`src/core/tdo_params.svh`:
```
// Controller constants: offsets, fields, resets, commands, timing.
// Assumes a 200 MHz clk_sys and byte addresses on APB.
// Summary of operation
// Test ends by itself after set timeout
// Timeout zero disables exit, zero default
// Test limit written as command 12 seconds
// Far-end loopback requests obeyed only when enabled
// Two numbers, 36 digits, whole-entry replace
// Auto answer, else command or ready lead
// Command number, show value, accept, acknowledge
// Command 19: ready lead delay, 2.5ms steps
// Command 28: ready-lead command timeout seconds
// Command 0C: escape guard timer value
// No wink: status five seconds, then idle
// Dialling holds until answer, then data
// Call operations refused outside switched mode
// Hang-up in data mode returns idle
// Test counter clears on entry, counts seconds
`ifndef TDO_PARAMS_SVH
`define TDO_PARAMS_SVH

// Register byte offsets
`define TDO_ADDR_CTRL       8'h00
`define TDO_ADDR_TEST_LIMIT 8'h04
`define TDO_ADDR_CMD_SEL    8'h08
`define TDO_ADDR_CMD_VAL    8'h0C
`define TDO_ADDR_CALL       8'h10
`define TDO_ADDR_STATUS     8'h14
`define TDO_ADDR_TEST       8'h18
`define TDO_ADDR_DIGIT      8'h1C

// Field positions
`define TDO_CTRL_LB     0
`define TDO_CTRL_AA     1
`define TDO_CTRL_SDM    2
`define TDO_CALL_DIAL   0
`define TDO_CALL_SEL    1
`define TDO_CALL_HANG   2
`define TDO_CALL_ANSWER 3
`define TDO_TEST_ENTER  0
`define TDO_TEST_EXIT   1
`define TDO_DIGIT_NUM   4
`define TDO_DIGIT_START 5
`define TDO_ST_ACK      8
`define TDO_ST_ERR      9
`define TDO_ST_REFUSED  10

// Reset values
`define TDO_CTRL_RST    3'h3
`define TDO_BYTE_RST    8'h00

// Manual command numbers
`define TDO_CMD_TEST_LIMIT 8'h12
`define TDO_CMD_ESC_GUARD  8'h0C
`define TDO_CMD_TR_DELAY   8'h19
`define TDO_CMD_TR_TIMEOUT 8'h28

// Timing
`define TDO_CLK_MHZ      200
`define TDO_TR_STEP_US   2500
`define TDO_TR_STEP_CYC  (`TDO_TR_STEP_US * `TDO_CLK_MHZ)
`define TDO_SEC_S        1
`define TDO_SEC_CYC      (`TDO_SEC_S * 1000000 * `TDO_CLK_MHZ)
`define TDO_NOWINK_S     8'h05
`define TDO_WINK_WAIT_S  8'h04
`define TDO_DIGITS       36

`endif

```
`src/core/tdo_pkg.sv`:
```
// Types shared by the option controller.
// Needs no other file.
package tdo_pkg;

  // Call sequencer states
  typedef enum logic [2:0]
  {
    CS_IDLE,
    CS_DIAL,
    CS_NOWINK,
    CS_TRWAIT,
    CS_DATA
  } tdo_call_type;

  // Two stored numbers of 36 four-bit digits
  typedef logic [1:0][35:0][3:0] tdo_digits_type;

endpackage

```
`src/core/tdo_core.sv`:
```
// Option controller: APB registers, test timeout, loopback,
// stored numbers, answering and call sequence.
// Assumes pins are asynchronous levels.
`timescale 1ns/1ps
`include "tdo_params.svh"
module tdo_core
  import tdo_pkg::*;
#(
  parameter int unsigned SEC_CYCLES  = `TDO_SEC_CYC,
  parameter int unsigned STEP_CYCLES = `TDO_TR_STEP_CYC
)
(
  input  wire logic        clk_sys,
  input  wire logic        reset,
  input  wire logic        psel,
  input  wire logic        penable,
  input  wire logic        pwrite,
  input  wire logic [7:0]  paddr,
  input  wire logic [31:0] pwdata,
  output logic      [31:0] prdata,
  output logic             pready,
  output logic             pslverr,
  input  wire logic        far_end_loopback_request,
  input  wire logic        terminal_ready_lead,
  input  wire logic        net_ring,
  input  wire logic        net_wink,
  input  wire logic        net_answer,
  output logic             off_hook,
  output logic      [3:0]  dial_digit,
  output logic             dial_strobe,
  output logic             data_mode,
  output logic             test_active,
  output logic             loopback_active,
  output logic             no_wink_status,
  output logic      [7:0]  esc_guard_time
);

  // Whole register state of the block
  typedef struct packed
  {
    logic                lb_en;       // Far-end loopback accepted
    logic                aa_en;       // Auto answer
    logic                sdm;         // Switched digital mode
    logic [7:0]          test_limit;  // Test limit in seconds
    logic [7:0]          cmd_sel;     // Selected manual command
    logic [7:0]          esc_guard;   // Escape guard timer
    logic [7:0]          tr_delay;    // Ready lead delay in steps
    logic [7:0]          tr_to;       // Ready lead command timeout
    logic                cmd_ack;     // Sticky: command accepted
    logic                cmd_err;     // Sticky: command unknown
    logic                refused;     // Sticky: operation refused
    tdo_call_type        call;        // Call sequencer state
    logic                wink_seen;   // Wink received this attempt
    logic [7:0]          call_secs;   // Seconds in current call state
    logic                test_on;     // A test is running
    logic                test_remote; // Test came from the far end
    logic [7:0]          test_secs;   // Seconds in test
    tdo_digits_type      digits;      // Stored numbers
    logic [1:0][5:0]     len;         // Stored lengths
    logic                dial_sel;    // Number being dialled
    logic [5:0]          dial_idx;    // Next digit to send
    logic [3:0]          dial_digit;  // Digit on the output
    logic                dial_stb;    // Digit strobe
    logic                tr_level;    // Recognised ready lead
    logic [7:0]          tr_cnt;      // Ready lead settle count
    logic                lb_prev;     // Last loopback request level
    logic [31:0]         prdata;      // Read data
  } tdo_core_st_type;

  tdo_core_st_type q;
  tdo_core_st_type d;

  logic [4:0] pins_s;     // Synchronised pins
  logic       lb_req;     // Far-end loopback request
  logic       tr_pin;     // Ready lead level
  logic       ring;       // Incoming call
  logic       wink;       // Network wink
  logic       answer;     // Far unit answered
  logic       sec_tick;   // One-second enable
  logic       step_tick;  // 2.5 ms enable
  logic       wr;         // Write access phase
  logic       rd_setup;   // Read setup phase
  logic       mapped;     // Address decodes to a register
  logic [8:0] cmd_cur;    // {known, value} of selected command

  // Pins pass two flops before use
  tdo_sync #(.W(5)) u_sync
  (
    .clk_sys (clk_sys),
    .reset   (reset),
    .din     ({far_end_loopback_request, terminal_ready_lead,
               net_ring, net_wink, net_answer}),
    .dout    (pins_s)
  );

  assign {lb_req, tr_pin, ring, wink, answer} = pins_s;

  // Second timebase
  tdo_tick_div #(.DIV(SEC_CYCLES)) u_sec
  (
    .clk_sys (clk_sys),
    .reset   (reset),
    .tick    (sec_tick)
  );

  // Ready lead step timebase
  tdo_tick_div #(.DIV(STEP_CYCLES)) u_step
  (
    .clk_sys (clk_sys),
    .reset   (reset),
    .tick    (step_tick)
  );

  // Zero wait states; unmapped access fails
  assign wr       = psel & penable & pwrite;
  assign rd_setup = psel & ~penable & ~pwrite;
  assign mapped   = (paddr[1:0] == 2'b00) && (paddr <= `TDO_ADDR_DIGIT);
  assign pready   = 1'b1;
  assign pslverr  = psel & penable & ~mapped;

  // Present value of the selected command
  always_comb
  begin
    case (q.cmd_sel)
      `TDO_CMD_TEST_LIMIT : cmd_cur = {1'b1, q.test_limit};
      `TDO_CMD_ESC_GUARD  : cmd_cur = {1'b1, q.esc_guard};
      `TDO_CMD_TR_DELAY   : cmd_cur = {1'b1, q.tr_delay};
      `TDO_CMD_TR_TIMEOUT : cmd_cur = {1'b1, q.tr_to};
      default             : cmd_cur = 9'h000;
    endcase
  end

  // Next-state logic for the whole block
  always_comb
  begin
    logic tr_rise;
    logic hang_req;
    logic ans_req;
    logic dial_req;
    logic num;
    tr_rise  = 1'b0;
    hang_req = 1'b0;
    ans_req  = 1'b0;
    dial_req = 1'b0;
    num      = pwdata[`TDO_DIGIT_NUM];
    d          = q;
    d.dial_stb = 1'b0;
    d.lb_prev  = lb_req;

    // Level taken at the tick after tr_delay full steps
    if (tr_pin == q.tr_level)
      d.tr_cnt = 8'h00;
    else if (step_tick && q.tr_cnt >= q.tr_delay)
    begin
      d.tr_level = tr_pin;
      d.tr_cnt   = 8'h00;
      tr_rise    = tr_pin;
    end
    else if (step_tick)
      d.tr_cnt = q.tr_cnt + 8'h01;

    // Read data is prepared in the setup phase
    if (rd_setup)
    begin
      case (paddr)
        `TDO_ADDR_CTRL       : d.prdata = {29'h0, q.sdm, q.aa_en, q.lb_en};
        `TDO_ADDR_TEST_LIMIT : d.prdata = {24'h0, q.test_limit};
        `TDO_ADDR_CMD_SEL    : d.prdata = {24'h0, q.cmd_sel};
        `TDO_ADDR_CMD_VAL    : d.prdata = {23'h0, cmd_cur};
        `TDO_ADDR_STATUS     : d.prdata = {21'h0, q.refused, q.cmd_err, q.cmd_ack,
                                           q.test_remote, q.test_on, q.tr_level,
                                           ring, q.wink_seen, q.call};
        `TDO_ADDR_TEST       : d.prdata = {24'h0, q.test_secs};
        `TDO_ADDR_DIGIT      : d.prdata = {18'h0, q.len[1], 2'h0, q.len[0]};
        default              : d.prdata = 32'h0;
      endcase
    end

    // Register writes
    if (wr)
    begin
      case (paddr)
        `TDO_ADDR_CTRL :
        begin
          d.lb_en = pwdata[`TDO_CTRL_LB];
          d.aa_en = pwdata[`TDO_CTRL_AA];
          d.sdm   = pwdata[`TDO_CTRL_SDM];
        end
        `TDO_ADDR_TEST_LIMIT : d.test_limit = pwdata[7:0];
        `TDO_ADDR_CMD_SEL    : d.cmd_sel = pwdata[7:0];
        `TDO_ADDR_CMD_VAL :
        begin
          // New value or reissue, then acknowledge
          case (q.cmd_sel)
            `TDO_CMD_TEST_LIMIT : d.test_limit = pwdata[7:0];
            `TDO_CMD_ESC_GUARD  : d.esc_guard = pwdata[7:0];
            `TDO_CMD_TR_DELAY   : d.tr_delay = pwdata[7:0];
            `TDO_CMD_TR_TIMEOUT : d.tr_to = pwdata[7:0];
            default             : d.cmd_err = 1'b1;
          endcase
          if (cmd_cur[8])
            d.cmd_ack = 1'b1;
        end
        `TDO_ADDR_CALL :
        begin
          dial_req = pwdata[`TDO_CALL_DIAL];
          hang_req = pwdata[`TDO_CALL_HANG];
          ans_req  = pwdata[`TDO_CALL_ANSWER];
        end
        `TDO_ADDR_STATUS :
        begin
          // Write one to clear; set paths below run later and win
          if (pwdata[`TDO_ST_ACK])
            d.cmd_ack = 1'b0;
          if (pwdata[`TDO_ST_ERR])
            d.cmd_err = 1'b0;
          if (pwdata[`TDO_ST_REFUSED])
            d.refused = 1'b0;
        end
        `TDO_ADDR_TEST :
        begin
          if (pwdata[`TDO_TEST_ENTER])
          begin
            d.test_on     = 1'b1;
            d.test_remote = 1'b0;
            d.test_secs   = 8'h00;
          end
          else if (pwdata[`TDO_TEST_EXIT])
            d.test_on = 1'b0;
        end
        `TDO_ADDR_DIGIT :
        begin
          // Start wipes the entry; digits append in order
          if (pwdata[`TDO_DIGIT_START])
            d.len[num] = 6'h00;
          else if (q.len[num] < 6'(`TDO_DIGITS))
          begin
            d.digits[num][q.len[num]] = pwdata[3:0];
            d.len[num] = q.len[num] + 6'h01;
          end
          else
            d.cmd_err = 1'b1;
        end
        default : ;
      endcase
    end

    // Far-end request starts or ends a remote test
    if (lb_req && !q.lb_prev && q.lb_en)
    begin
      d.test_on     = 1'b1;
      d.test_remote = 1'b1;
      d.test_secs   = 8'h00;
    end
    else if (!lb_req && q.lb_prev && q.test_on && q.test_remote)
      d.test_on = 1'b0;
    else if (q.test_on && sec_tick)
    begin
      // Limit zero: runs until told to stop
      if (q.test_limit != 8'h00 &&
          q.test_secs + 8'h01 == q.test_limit)
        d.test_on = 1'b0;
      else
        d.test_secs = q.test_secs + 8'h01;
    end

    // Call operations outside switched mode are refused
    if (!q.sdm && (dial_req || hang_req || ans_req))
      d.refused = 1'b1;

    // Call sequencer
    case (q.call)
      CS_IDLE :
      begin
        if (q.sdm && dial_req)
        begin
          d.call      = CS_DIAL;
          d.dial_sel  = pwdata[`TDO_CALL_SEL];
          d.dial_idx  = 6'h00;
          d.wink_seen = 1'b0;
          d.call_secs = 8'h00;
        end
        else if (q.sdm && ring && (q.aa_en || ans_req || tr_rise))
          d.call = CS_DATA;
        else if (q.sdm && tr_rise)
        begin
          d.call      = CS_TRWAIT;
          d.call_secs = 8'h00;
        end
      end
      CS_DIAL :
      begin
        if (wink)
          d.wink_seen = 1'b1;
        if (hang_req)
          d.call = CS_IDLE;
        else if (q.wink_seen && answer)
          d.call = CS_DATA;
        else if (!q.wink_seen && sec_tick &&
                 q.call_secs + 8'h01 == `TDO_WINK_WAIT_S)
        begin
          d.call      = CS_NOWINK;
          d.call_secs = 8'h00;
        end
        else if (sec_tick)
          d.call_secs = q.call_secs + 8'h01;
        // One digit per step after the wink
        if (q.wink_seen && step_tick && q.dial_idx < q.len[q.dial_sel])
        begin
          d.dial_digit = q.digits[q.dial_sel][q.dial_idx];
          d.dial_stb   = 1'b1;
          d.dial_idx   = q.dial_idx + 6'h01;
        end
      end
      CS_NOWINK :
      begin
        if (sec_tick && q.call_secs + 8'h01 == `TDO_NOWINK_S)
          d.call = CS_IDLE;
        else if (sec_tick)
          d.call_secs = q.call_secs + 8'h01;
      end
      CS_TRWAIT :
      begin
        // Waits for the call the ready lead asked for
        if (hang_req)
          d.call = CS_IDLE;
        else if (ring)
          d.call = CS_DATA;
        else if (sec_tick && q.tr_to != 8'h00 &&
                 q.call_secs + 8'h01 == q.tr_to)
          d.call = CS_IDLE;
        else if (sec_tick)
          d.call_secs = q.call_secs + 8'h01;
      end
      CS_DATA :
      begin
        if (hang_req)
          d.call = CS_IDLE;
      end
      default : d.call = CS_IDLE;
    endcase

    // Leaving switched mode drops any call at once
    if (!q.sdm)
      d.call = CS_IDLE;
  end

  // Register the state
  always_ff @(posedge clk_sys)
  begin
    if (reset)
    begin
      q            <= '0;
      q.lb_en      <= 1'(`TDO_CTRL_RST >> `TDO_CTRL_LB);
      q.aa_en      <= 1'(`TDO_CTRL_RST >> `TDO_CTRL_AA);
      q.test_limit <= `TDO_BYTE_RST;
      q.call       <= CS_IDLE;
    end
    else
      q <= d;
  end

  // Outputs decode registered state
  assign prdata          = q.prdata;
  assign off_hook        = (q.call == CS_DIAL) || (q.call == CS_DATA);
  assign dial_digit      = q.dial_digit;
  assign dial_strobe     = q.dial_stb;
  assign data_mode       = (q.call == CS_DATA) && !q.test_on;
  assign test_active     = q.test_on;
  assign loopback_active = q.test_on && q.test_remote;
  assign no_wink_status  = (q.call == CS_NOWINK);
  assign esc_guard_time  = q.esc_guard;

endmodule

```
`src/core/tdo_sync.sv`:
```
// Two-flop synchroniser for pins from outside the clock domain.
// Assumes the inputs are quasi-static levels.
`timescale 1ns/1ps
module tdo_sync
  import tdo_pkg::*;
#(
  parameter int W = 1
)
(
  input  wire logic         clk_sys,
  input  wire logic         reset,
  input  wire logic [W-1:0] din,
  output logic      [W-1:0] dout
);

  // Both stages; the first is read only by the second
  typedef struct packed
  {
    logic [W-1:0] s1;
    logic [W-1:0] s2;
  } tdo_sync_st_type;

  tdo_sync_st_type q;
  tdo_sync_st_type d;

  // Shift the level through the two stages
  always_comb
  begin
    d    = q;
    d.s1 = din;
    d.s2 = q.s1;
  end

  // Register the state
  always_ff @(posedge clk_sys)
  begin
    if (reset)
      q <= '0;
    else
      q <= d;
  end

  assign dout = q.s2;

endmodule

```
`src/core/tdo_tick_div.sv`:
```
// Free-running divider giving a one-cycle enable every DIV cycles.
// Assumes DIV is at least 2.
`timescale 1ns/1ps
module tdo_tick_div
  import tdo_pkg::*;
#(
  parameter int unsigned DIV = 2
)
(
  input  wire logic clk_sys,
  input  wire logic reset,
  output logic      tick
);

  // Count and registered tick
  typedef struct packed
  {
    logic [31:0] cnt;
    logic        tick;
  } tdo_div_st_type;

  tdo_div_st_type q;
  tdo_div_st_type d;

  // Wrap at DIV-1 and pulse on the wrap
  always_comb
  begin
    d      = q;
    d.tick = 1'b0;
    if (q.cnt == 32'(DIV - 1))
    begin
      d.cnt  = 32'h0;
      d.tick = 1'b1;
    end
    else
      d.cnt = q.cnt + 32'h1;
  end

  // Register the state
  always_ff @(posedge clk_sys)
  begin
    if (reset)
      q <= '0;
    else
      q <= d;
  end

  assign tick = q.tick;

endmodule

```
`config.mk`:
```
export PLATFORM = sky130hd
export DESIGN_NAME = tdo_core
export DESIGN_NICKNAME = d
export VERILOG_FILES = /design/src/core/tdo_pkg.sv /design/src/core/tdo_core.sv /design/src/core/tdo_sync.sv /design/src/core/tdo_tick_div.sv
export VERILOG_INCLUDE_DIRS = /design/src /design/src/core
export SDC_FILE = /design/constraint.sdc
export NUM_CORES = 1
export LEC_CHECK = 0
export ABC_AREA = 1
export BUFFER_PORTS_ARGS = -buffer_cell sky130_fd_sc_hd__buf_2
export CAP_MARGIN = 25
export CORE_MARGIN = 4
export CORE_UTILIZATION = 61
export CTS_CLUSTER_DIAMETER = 30
export DETAILED_ROUTE_END_ITERATION = 8
export PLACE_DENSITY = 0.77
export SLEW_MARGIN = 40
export SYNTH_ARGS = -nofsm -noshare
export SYNTH_HDL_FRONTEND = slang
export SYNTH_SLANG_ARGS = --single-unit
export TNS_END_PERCENT = 50
```
`constraint.sdc`:
```
create_clock -name clk_sys -period 3.4 [get_ports clk_sys]
set_clock_uncertainty 0.15 [all_clocks]
set_input_delay 0.17 -clock clk_sys [delete_from_list [all_inputs] [get_ports clk_sys]]
set_output_delay 0.17 -clock clk_sys [all_outputs]
set_load 0.01 [all_outputs]
```
# Yosys cells after proc, flatten, opt, wreduce, memory -nomap -nowiden

Cells that the tools add are included.

Bits of input ports: 50
Register bits: 498
Output and inout port bits: 52

Add/subtract/negate cells: 7
Bitwise operators: 14
Muxes and demuxes: 89
Reduce and logical (&&, ||, !) cells: 79
Equality and inequality tests: 45
Order comparisons: 10

Operator list:

| kind                    | count |
|---|---|
| $mux W300               | 2 |
| $mux W144               | 3 |
| $mux W310               | 1 |
| $bwmux W288             | 1 |
| $mux W288               | 1 |
| $demux W144 S1          | 1 |
| $mux W8                 | 15 |
| $pmux W14 S7            | 1 |
| $add A32 B1 Y32 const B | 2 |
| $eq A8 B5 Y1 const B    | 6 |
| $mux W6                 | 6 |
| $pmux W9 S4             | 1 |
| $mux W3                 | 11 |
| $eq A32 B19 Y1 const B  | 1 |
| $eq A32 B28 Y1 const B  | 1 |
| $pmux W8 S4             | 1 |
| $ne A2 B2 Y1 const B    | 15 |
| $mux W1                 | 29 |
| $reduce_and A3 Y1       | 9 |
| $logic_and A1 B1 Y1     | 26 |
| $add A8 B1 Y8 const B   | 3 |
| $bmux W4 S6             | 1 |
| $demux W4 S6            | 1 |
| $eq A8 B3 Y1 const B    | 3 |
| other kinds (53)        | 103 |

# Logic depth before layout (Yosys ltp)

Gate-level depths: netlist (run 1).

Word-level depth: 17
Depth in mapped cells: 17
Depth with buffers taken out: 17

# By module

Synthesis (run 1) repeated with hierarchy kept, for this count alone.

Cell total of the unflattened synthesis: 3450
Area total of the unflattened synthesis: 23767.8 µm²

Modules (own cells, without submodules):

| module                 | area an instance (µm²) | cells each | instances |
|---|---|---|---|
| tdo_core               | 19653.8                | 2794       | 1 |
| tdo_tick_div at u_step | 1955.6                 | 329        | 1 |
| tdo_tick_div at u_sec  | 1871.8                 | 296        | 1 |
| tdo_sync               | 286.5                  | 31         | 1 |

# Worst setup path after synthesis (run 1)

OpenSTA, ideal clock, no wires.

Kind: flip-flop to flip-flop
Start: register q[53] (netlist name)
End: register q[51] (netlist name)
Stages on the path, launching flop included: 17
Arrival: 2558 ps
Path slack: 575 ps
Library setup time: 117 ps
Data required time: 3133 ps
Period minus slack after synthesis: 2825 ps
Path through: dfxtp_1 buf_2 clkbuf_1 buf_2 clkbuf_1 nand2_1 o21ai_0 ha_1 nand2_1 o21a_1 a21boi_0 nand3_1 nand2_1 inv_1 nor2_1 xor2_1 nor2_1

Word-level cells in the longest chain between the ends: 6

Ends and longest elaborated chain:

| element                                     | RTL line        | source |
|---|---|---|
| from (decl)                                 | tdo_core.sv:70  | `tdo_core_st_type q;` |
| $mux W6 (not written as such) (2 in series) | tdo_core.sv:308 | `if (q.wink_seen && step_tick && q.dial_idx < q.len[q.dial_sel])` |
| $lt A6 B6 Y1                                | tdo_core.sv:308 |  |
| $logic_and A1 B1 Y1                         | tdo_core.sv:308 |  |
| $ne A2 B2 Y1 (no source line)               | -               |  |
| $reduce_and A3 Y1 (no source line)          | -               |  |

Every way passes these cells. The select of a mux whose other input is x is not followed.
A chain may end at the register's enable or synchronous reset.

# Final worst setup path (run 1)

Start: input psel
End: register q[417] (netlist name)

Word-level cells in the longest chain between the ends: 3

Ends and longest elaborated chain:

| element                            | RTL line        | source |
|---|---|---|
| from (decl)                        | tdo_core.sv:15  | `input wire logic psel,` |
| $and A1 B1 Y1 (2 in series)        | tdo_core.sv:115 | `assign wr = psel & penable & pwrite;` |
| $reduce_and A3 Y1 (no source line) | -               |  |

Every way passes these cells.

==> metrics.csv, run 1 <==
stage,metric,value,unit
floorplanning,die_w,205,µm
yosys,synth_xor_area_frac,0.0107,
yosys,synth_compound_area_frac,0.191,
timing,rsz0062_at_grt,no,
cells_and_area,nets,3679,
yosys,synth_top_family_by_area,simple AND/OR/NAND/NOR gates,
yosys,synth_cell_type_count,46,
critical_path,crit_family,buffers and inverters,
cells_and_area,antenna_cells,0,
pwr,netSwitchingPower,3540,µW
clock_network,cts_setup_buffers,0,
drt,via_per_inst,5.72,
critical_path,cp_max_fo,8,
critical_path,arrival,3310,ps
pwr,power.total,15900,µW
pwr,p_sw_frac,0.223,
drt,via_count,24001,
cells_and_area,layout_common_cells,"nor2_1 (891), o21ai_0 (541), dfxtp_1 (478)",
yosys,syn_inst,3577,
cells_and_area,register_area,9610,µm²
cells_and_area,syn_to_final_growth,17.2,%
drt,ant_nets,0,
timing,slew_viol_final,0,
timing,tightest_slew,847,ps
floorplanning,start_util,0.624,
floorplanning,io_pins,102,
yosys,synth_adder_area_share,0.0116,
clock_network,cts-root-buf,clkbuf_16,
global_routing,grt_pass1_wl,112,mm
yosys,muxShareOfSynthArea,0.000422,
timing,period_share,0.854,
cells_and_area,final_common_cell,nor2_1,
timing,fin_tns_setup,0,ps
pwr,clockPowerShare,0.618,
worst_hold_path,min_path_type,input pin to flip-flop,
critical_path,crit_buf_inv,7,
critical_path,crit_path_max_incr_delay,570,ps
pwr,power_density,571,nW/µm²
yosys,yosys.area_share.simple,0.283,
placement,hpwl,43.5,mm
status,outcome,"complete, no violations",
yosys,syn_area_per_cell,6.64,µm²
clock_network,clk_latency,630,ps
clock_network,cts.clk_slew.worst_paths,50,ps
global_routing,grt_overflow_total,0,
global_routing,grt_pass1_vias,22840,
cells_and_area,fillerInstances,3079,
global_routing,grt_use_total,0.323,
critical_path,required,3810,ps
yosys,ys_seq_area_frac,0.405,
yosys,synth-seq-cells,480,
timing,setup_viol,0,
critical_path,crit_chain,dlygate4sd3_1 -> buf_2 -> nand3_1 -> dlygate4sd3_1 -> buf_4 -> inv_1 -> buf_4 -> nand4_1 -> a21oi_2 -> o21ai_0 -> a21oi_1 -> dlygate4sd3_1,
global_routing,antenna_found_initial,0,
clock_network,clk_path_buf_depth,3,
yosys,yosysWarnings,0,
clock_network,ctsHtreeMaxLevel,3,
cells_and_area,drive_gt1_frac,0.107,
drt,first_pass_iters,6,
timing,final-hold-violation-count,0,
critical_path,critPathSlowestCell,dlygate4sd3_1,
clock_network,cts_buffers,96,
pwr,power_frac_seq,0.357,
critical_path,path_class,input pin to flip-flop,
run,timing.max_cap.violations,0,
pwr,power.internal,12300,µW
timing,max_slew_margin,0.435,
pwr,peakVddDrop,391,µV
drt,drt_iter0_drc,2088,
timing,min_period,2900,ps
drt,drt-wirelength-per-cell,16.6,µm
critical_path,end_kind,flip-flop,
critical_path,critPathLaunchType,input pin,
placement,gp_congestion,0.945,
global_routing,grt_max_degree,127,
cells_and_area,multi_input_area,11900,µm²
drt,drc,0,
critical_path,rr_worst_depth,11,
drt,routed_wl,69.6,mm
critical_path,path_depth,12,
floorplanning,die_y,205,µm
placement,port_buffers,61,
critical_path,crit_top_cell,dlygate4sd3_1,
timing,max_freq,345,MHz
floorplanning,die_area,42100,µm²
yosys,syn-cell-area,23700,µm²
floorplanning,rows,71,
pwr,p_leak,0.0111,µW
clock_network,clock_sinks,480,
worst_hold_path,hold_depth,6,
pwr,p_comb_frac,0.025,
floorplanning,core-area,38000,µm²
clock_network,cts_tree,yes,
## cells in the mapped netlist (all sizes together)
master  instances  area share
a21boi          1     0.00032
o21a            5      0.0016
nand4          40       0.011
a31oi           6      0.0016
xor2           25      0.0092
a211oi         14      0.0044
dfxtp         480        0.40
o21bai          3     0.00095
or2            10      0.0026
xnor2           4      0.0015
a221oi          2     0.00074
o21ai         564        0.12
nor4           12      0.0032
nand2         473       0.079
mux2i           1     0.00042
nor3           54       0.013
o22ai          46       0.012
ha             22       0.012
nand3         113       0.024
a21oi         184       0.039
o221ai          1     0.00037
inv           342       0.054
nor3b          14      0.0046
conb            2     0.00032
o211ai         35       0.011
buf            71       0.020
clkinv         17      0.0027
nor2          900        0.14
clkbuf        132       0.021
nand3b          4      0.0013
## cells by family after synthesis
logic type | count (synthesis)
XOR/XNOR | 29
adder cells (fa/ha/maj) | 22
buffers and inverters | 562
other | 2
AND/OR/NAND/NOR | 1620
multiplexers | 1
AO/OA/AOI/OAI | 861
flip-flops | 480
## metrics by stage
stage | cells | utilization | area, µm² | hold slack, ps | worst slack [ps]
2_1_floorplan | 3594 | - | 23800 | 127 | 575
3_3_place_gp | 3992 | 0.633 | 24100 | 223 | 621
3_5_place_dp | 3992 | 0.633 | 24100 | 232 | 642
4_1_cts | 4198 | 0.731 | 27800 | 12.9 | 279
5_1_grt | 4198 | 0.731 | 27800 | 123 | 258
6_report | 4198 | 0.731 | 27800 | 59.8 | 498
## worst reg2reg max path, stage by stage, from the launching register on
cell and delay (ps):
dfxtp_4 390, buf_4 590, o21ai_0 190, o21ai_0 170, nand2_1 70, a21boi_0 190, nand3_1 250, nand2_1 220
inv_1 100, nor2_1 120, xor2_1 160, nor2_1 50
## repair_timing
| item | in CTS | in global routing |
|---|---|---|
| hold buffers | 28 | 0 |
| setup endpoints to repair | 0 | 3 |
| gates resized for setup | 0 | 1 |
| endpoints found under the hold margin | 105 | 0 |
## power by group through the flow
stage / Combinational (µW) / Clock [µW] / Sequential (µW)
finish: 396 / 9820 / 5660
global route: 436 / 10200 / 5660
global placement: 348 / 0 / 5770
CTS: 384 / 9890 / 5660
floorplan: 259 / 0 / 5770
detailed placement: 357 / 0 / 5770
## area by class of cell
class,instances,area share
well taps,511,0.0230
flip-flops and latches,480,0.346
inverters,359,0.0487
clock buffers,115,0.0952
clock inverters,63,0.0286
repair buffers,118,0.0318
multi-input cells,2552,0.427
## routing by layer
layer	vias up	track usage	wire, µm
li1	11668	-	-
met1	11040	0.396	28100
met2	1073	0.540	32700
met3	220	0.0634	5540
met4	0	0.169	3210
met5	-	0	0
## final timing paths
path                                              from                        end  slack, ps
worst max-delay path                              psel        q[417]$_SDFFE_PP0P_        500
worst min-delay path                          paddr[0]        q[420]$_SDFFE_PP1P_         60
worst max register to register      q[53]$_SDFFE_PP0P_         q[51]$_SDFFE_PP0P_        640
worst min register to register  u_sync.d[0]$_SDFF_PP0_  u_sync.dout[0]$_SDFF_PP0_        270
Note: power is estimated with default switching activity, not from simulation.
==> run 2, diff against run 1 <==
--- a/config.mk
+++ b/config.mk
@@ -13,6 +13,7 @@
 export CORE_UTILIZATION = 61
 export CTS_CLUSTER_DIAMETER = 30
 export DETAILED_ROUTE_END_ITERATION = 8
+export HOLD_SLACK_MARGIN = 0.1
 export PLACE_DENSITY = 0.77
 export SLEW_MARGIN = 40
 export SYNTH_ARGS = -nofsm -noshare
==> metrics.csv, run 2 (synthesis gave the netlist of run 1 again) <==
stage,metric,value,unit,change
floorplanning,io_pins,102,,unchanged
clock_network,clk_path_buf_depth,3,,unchanged
timing,rsz0062_at_grt,no,,
run,timing.max_cap.violations,0,,unchanged
global_routing,grt_pass1_vias,22916,,+0.33%
floorplanning,die_area,42100,µm²,unchanged
cells_and_area,final_common_cell,nor2_1,,
pwr,peakVddDrop,391,µV,about the same
drt,via_count,24025,,+0.10%
clock_network,cts-root-buf,clkbuf_16,,
floorplanning,rows,71,,unchanged
cells_and_area,nets,3689,,+0.27%
critical_path,crit_top_cell,nand2_1,,
placement,port_buffers,61,,unchanged
status,outcome,"complete, no violations",,
floorplanning,die_y,205,µm,unchanged
critical_path,arrival,3420,ps,+110 ps
timing,max_slew_margin,0.419,,-0.0159
floorplanning,die_w,205,µm,unchanged
timing,final-hold-violation-count,0,,unchanged
drt,drt_iter0_drc,2110,,+1.1%
critical_path,critPathSlowestCell,dlygate4sd3_1,,
timing,max_freq,331,MHz,-3.9%
timing,tightest_slew,870,ps,+23.8 ps
drt,via_per_inst,5.71,,-0.14%
clock_network,ctsHtreeMaxLevel,3,,unchanged
timing,setup_viol,0,,unchanged
placement,placedCellCount,3992,,unchanged
timing,period_share,0.888,,+0.0343
global_routing,grt_use_total,0.325,,+0.00168
global_routing,grt_overflow_total,0,,unchanged
cells_and_area,syn_to_final_growth,17.6,%,
drt,drt-wirelength-per-cell,16.6,µm,+0.13%
critical_path,end_kind,flip-flop,,
clock_network,clock_sinks,480,,unchanged
drt,ant_nets,0,,unchanged
cells_and_area,layout_common_cells,"nor2_1 (891), o21ai_0 (541), dfxtp_1 (478)",,
pwr,power.total,15900,µW,about the same
critical_path,crit_path_max_incr_delay,590,ps,+20 ps
floorplanning,start_util,0.624,,unchanged
drt,routed_wl,69.8,mm,+0.37%
placement,gp_congestion,0.945,,unchanged
drt,first_pass_iters,6,,unchanged
clock_network,cts_buffers,96,,unchanged
cells_and_area,fin_cells,4208,,+0.24%
critical_path,required,3800,ps,about the same
placement,hpwl,43.5,mm,unchanged
cells_and_area,fillerInstances,3063,,-0.52%
floorplanning,core-area,38000,µm²,unchanged
cells_and_area,antenna_cells,0,,unchanged
global_routing,grt_max_degree,127,,unchanged
clock_network,cts.clk_slew.worst_paths,50,ps,about the same
clock_network,clk_latency,630,ps,about the same
timing,min_period,3020,ps,+117 ps
critical_path,crit_chain,dlygate4sd3_1 -> buf_2 -> nor2_1 -> dlygate4sd3_1 -> nand3_1 -> nor2_2 -> nand4_1 -> nand2_1 -> inv_1 -> nand2_1 -> inv_1 -> nor2_2 -> nand3_2 -> nand2_1 -> nand2_1 -> nor2_1,,
pwr,power_density,569,nW/µm²,-0.27%
pwr,p_leak,0.0112,µW,+0.37%
critical_path,cp_max_fo,10,,+2
critical_path,path_class,input pin to flip-flop,,
clock_network,cts_resized,0,,unchanged
cells_and_area,drive_gt1_frac,0.107,,-0.000290
worst_hold_path,min_path_type,input pin to flip-flop,,
drt,drc,0,,unchanged
clock_network,cts_tree,yes,,
timing,fin_tns_setup,0,ps,unchanged
critical_path,critPathLaunchType,input pin,,
timing,slew_viol_final,0,,unchanged
global_routing,grt_pass1_wl,113,mm,+0.46%
global_routing,antenna_found_initial,0,,unchanged
-- run 2: changes by cell type in the layout (fill, tap and decap cells not counted), sizes merged --
cell / delta
dlymetal6s4s: -1
dlygate4sd3: +11
-- run 2: layout make-up --
| type | count | area [µm²] | area share |
|---|---|---|---|
| clock buffers | 115 | 2650 | 0.0948 |
| clock inverters | 63 | 795 | 0.0285 |
| inverters | 359 | 1350 | 0.0485 |
| multi-input cells | 2552 | 11900 | 0.426 |
| flip-flops and latches | 480 | 9610 | 0.345 |
| well taps | 511 | 639 | 0.0229 |
| repair buffers | 128 | 982 | 0.0352 |
-- run 2: power by group --
group,switching [µW],internal (µW)
Sequential,10.1,5650
Clock,3240,6580
Combinational,294,110
-- run 2: metrics by stage --
step	cell area [µm²]	util	hold WS, ps	worst slack (ps)
after global placement	24100	0.633	223	621
after global routing	27900	0.734	197	186
final	27900	0.734	158	381
after detailed placement	24100	0.633	232	642
after floorplan	23800	-	127	575
after CTS	27900	0.734	146	38.3
-- run 2: worst paths after layout --
check                                                 end  depth (start not counted)                   start  slack [ps]
worst max-delay path                  q[368]$_SDFFE_PP0P_                         16                paddr[0]         380
worst min register to register  u_sync.dout[0]$_SDFF_PP0_                          2  u_sync.d[0]$_SDFF_PP0_         280
worst max register to register        q[418]$_SDFFE_PP0P_                          7     q[410]$_SDFFE_PP0P_         490
worst min-delay path                  q[413]$_SDFFE_PP0P_                          7                paddr[5]         160
-- run 2: metal layers --
layer / GRT usage / part of all wire / up-vias
met5: 0 / 0 / -
met1: 0.398 / 0.40 / 11015
met4: 0.170 / 0.049 / 0
met2: 0.543 / 0.47 / 1075
met3: 0.0643 / 0.078 / 248
li1: - / - / 11687
-- run 2: worst max-delay path, delay by kind of cell --
kind,cells,cell delay [ps]
buffers and inverters,5,1390
and+or+nand+nor,11,1840
-- run 2: repair_timing --
item | CTS | global route
setup endpoints to repair | 0 | 1
hold buffers | 38 | 1
setup buffers | 0 | 0
endpoints found under the hold margin | 132 | 6
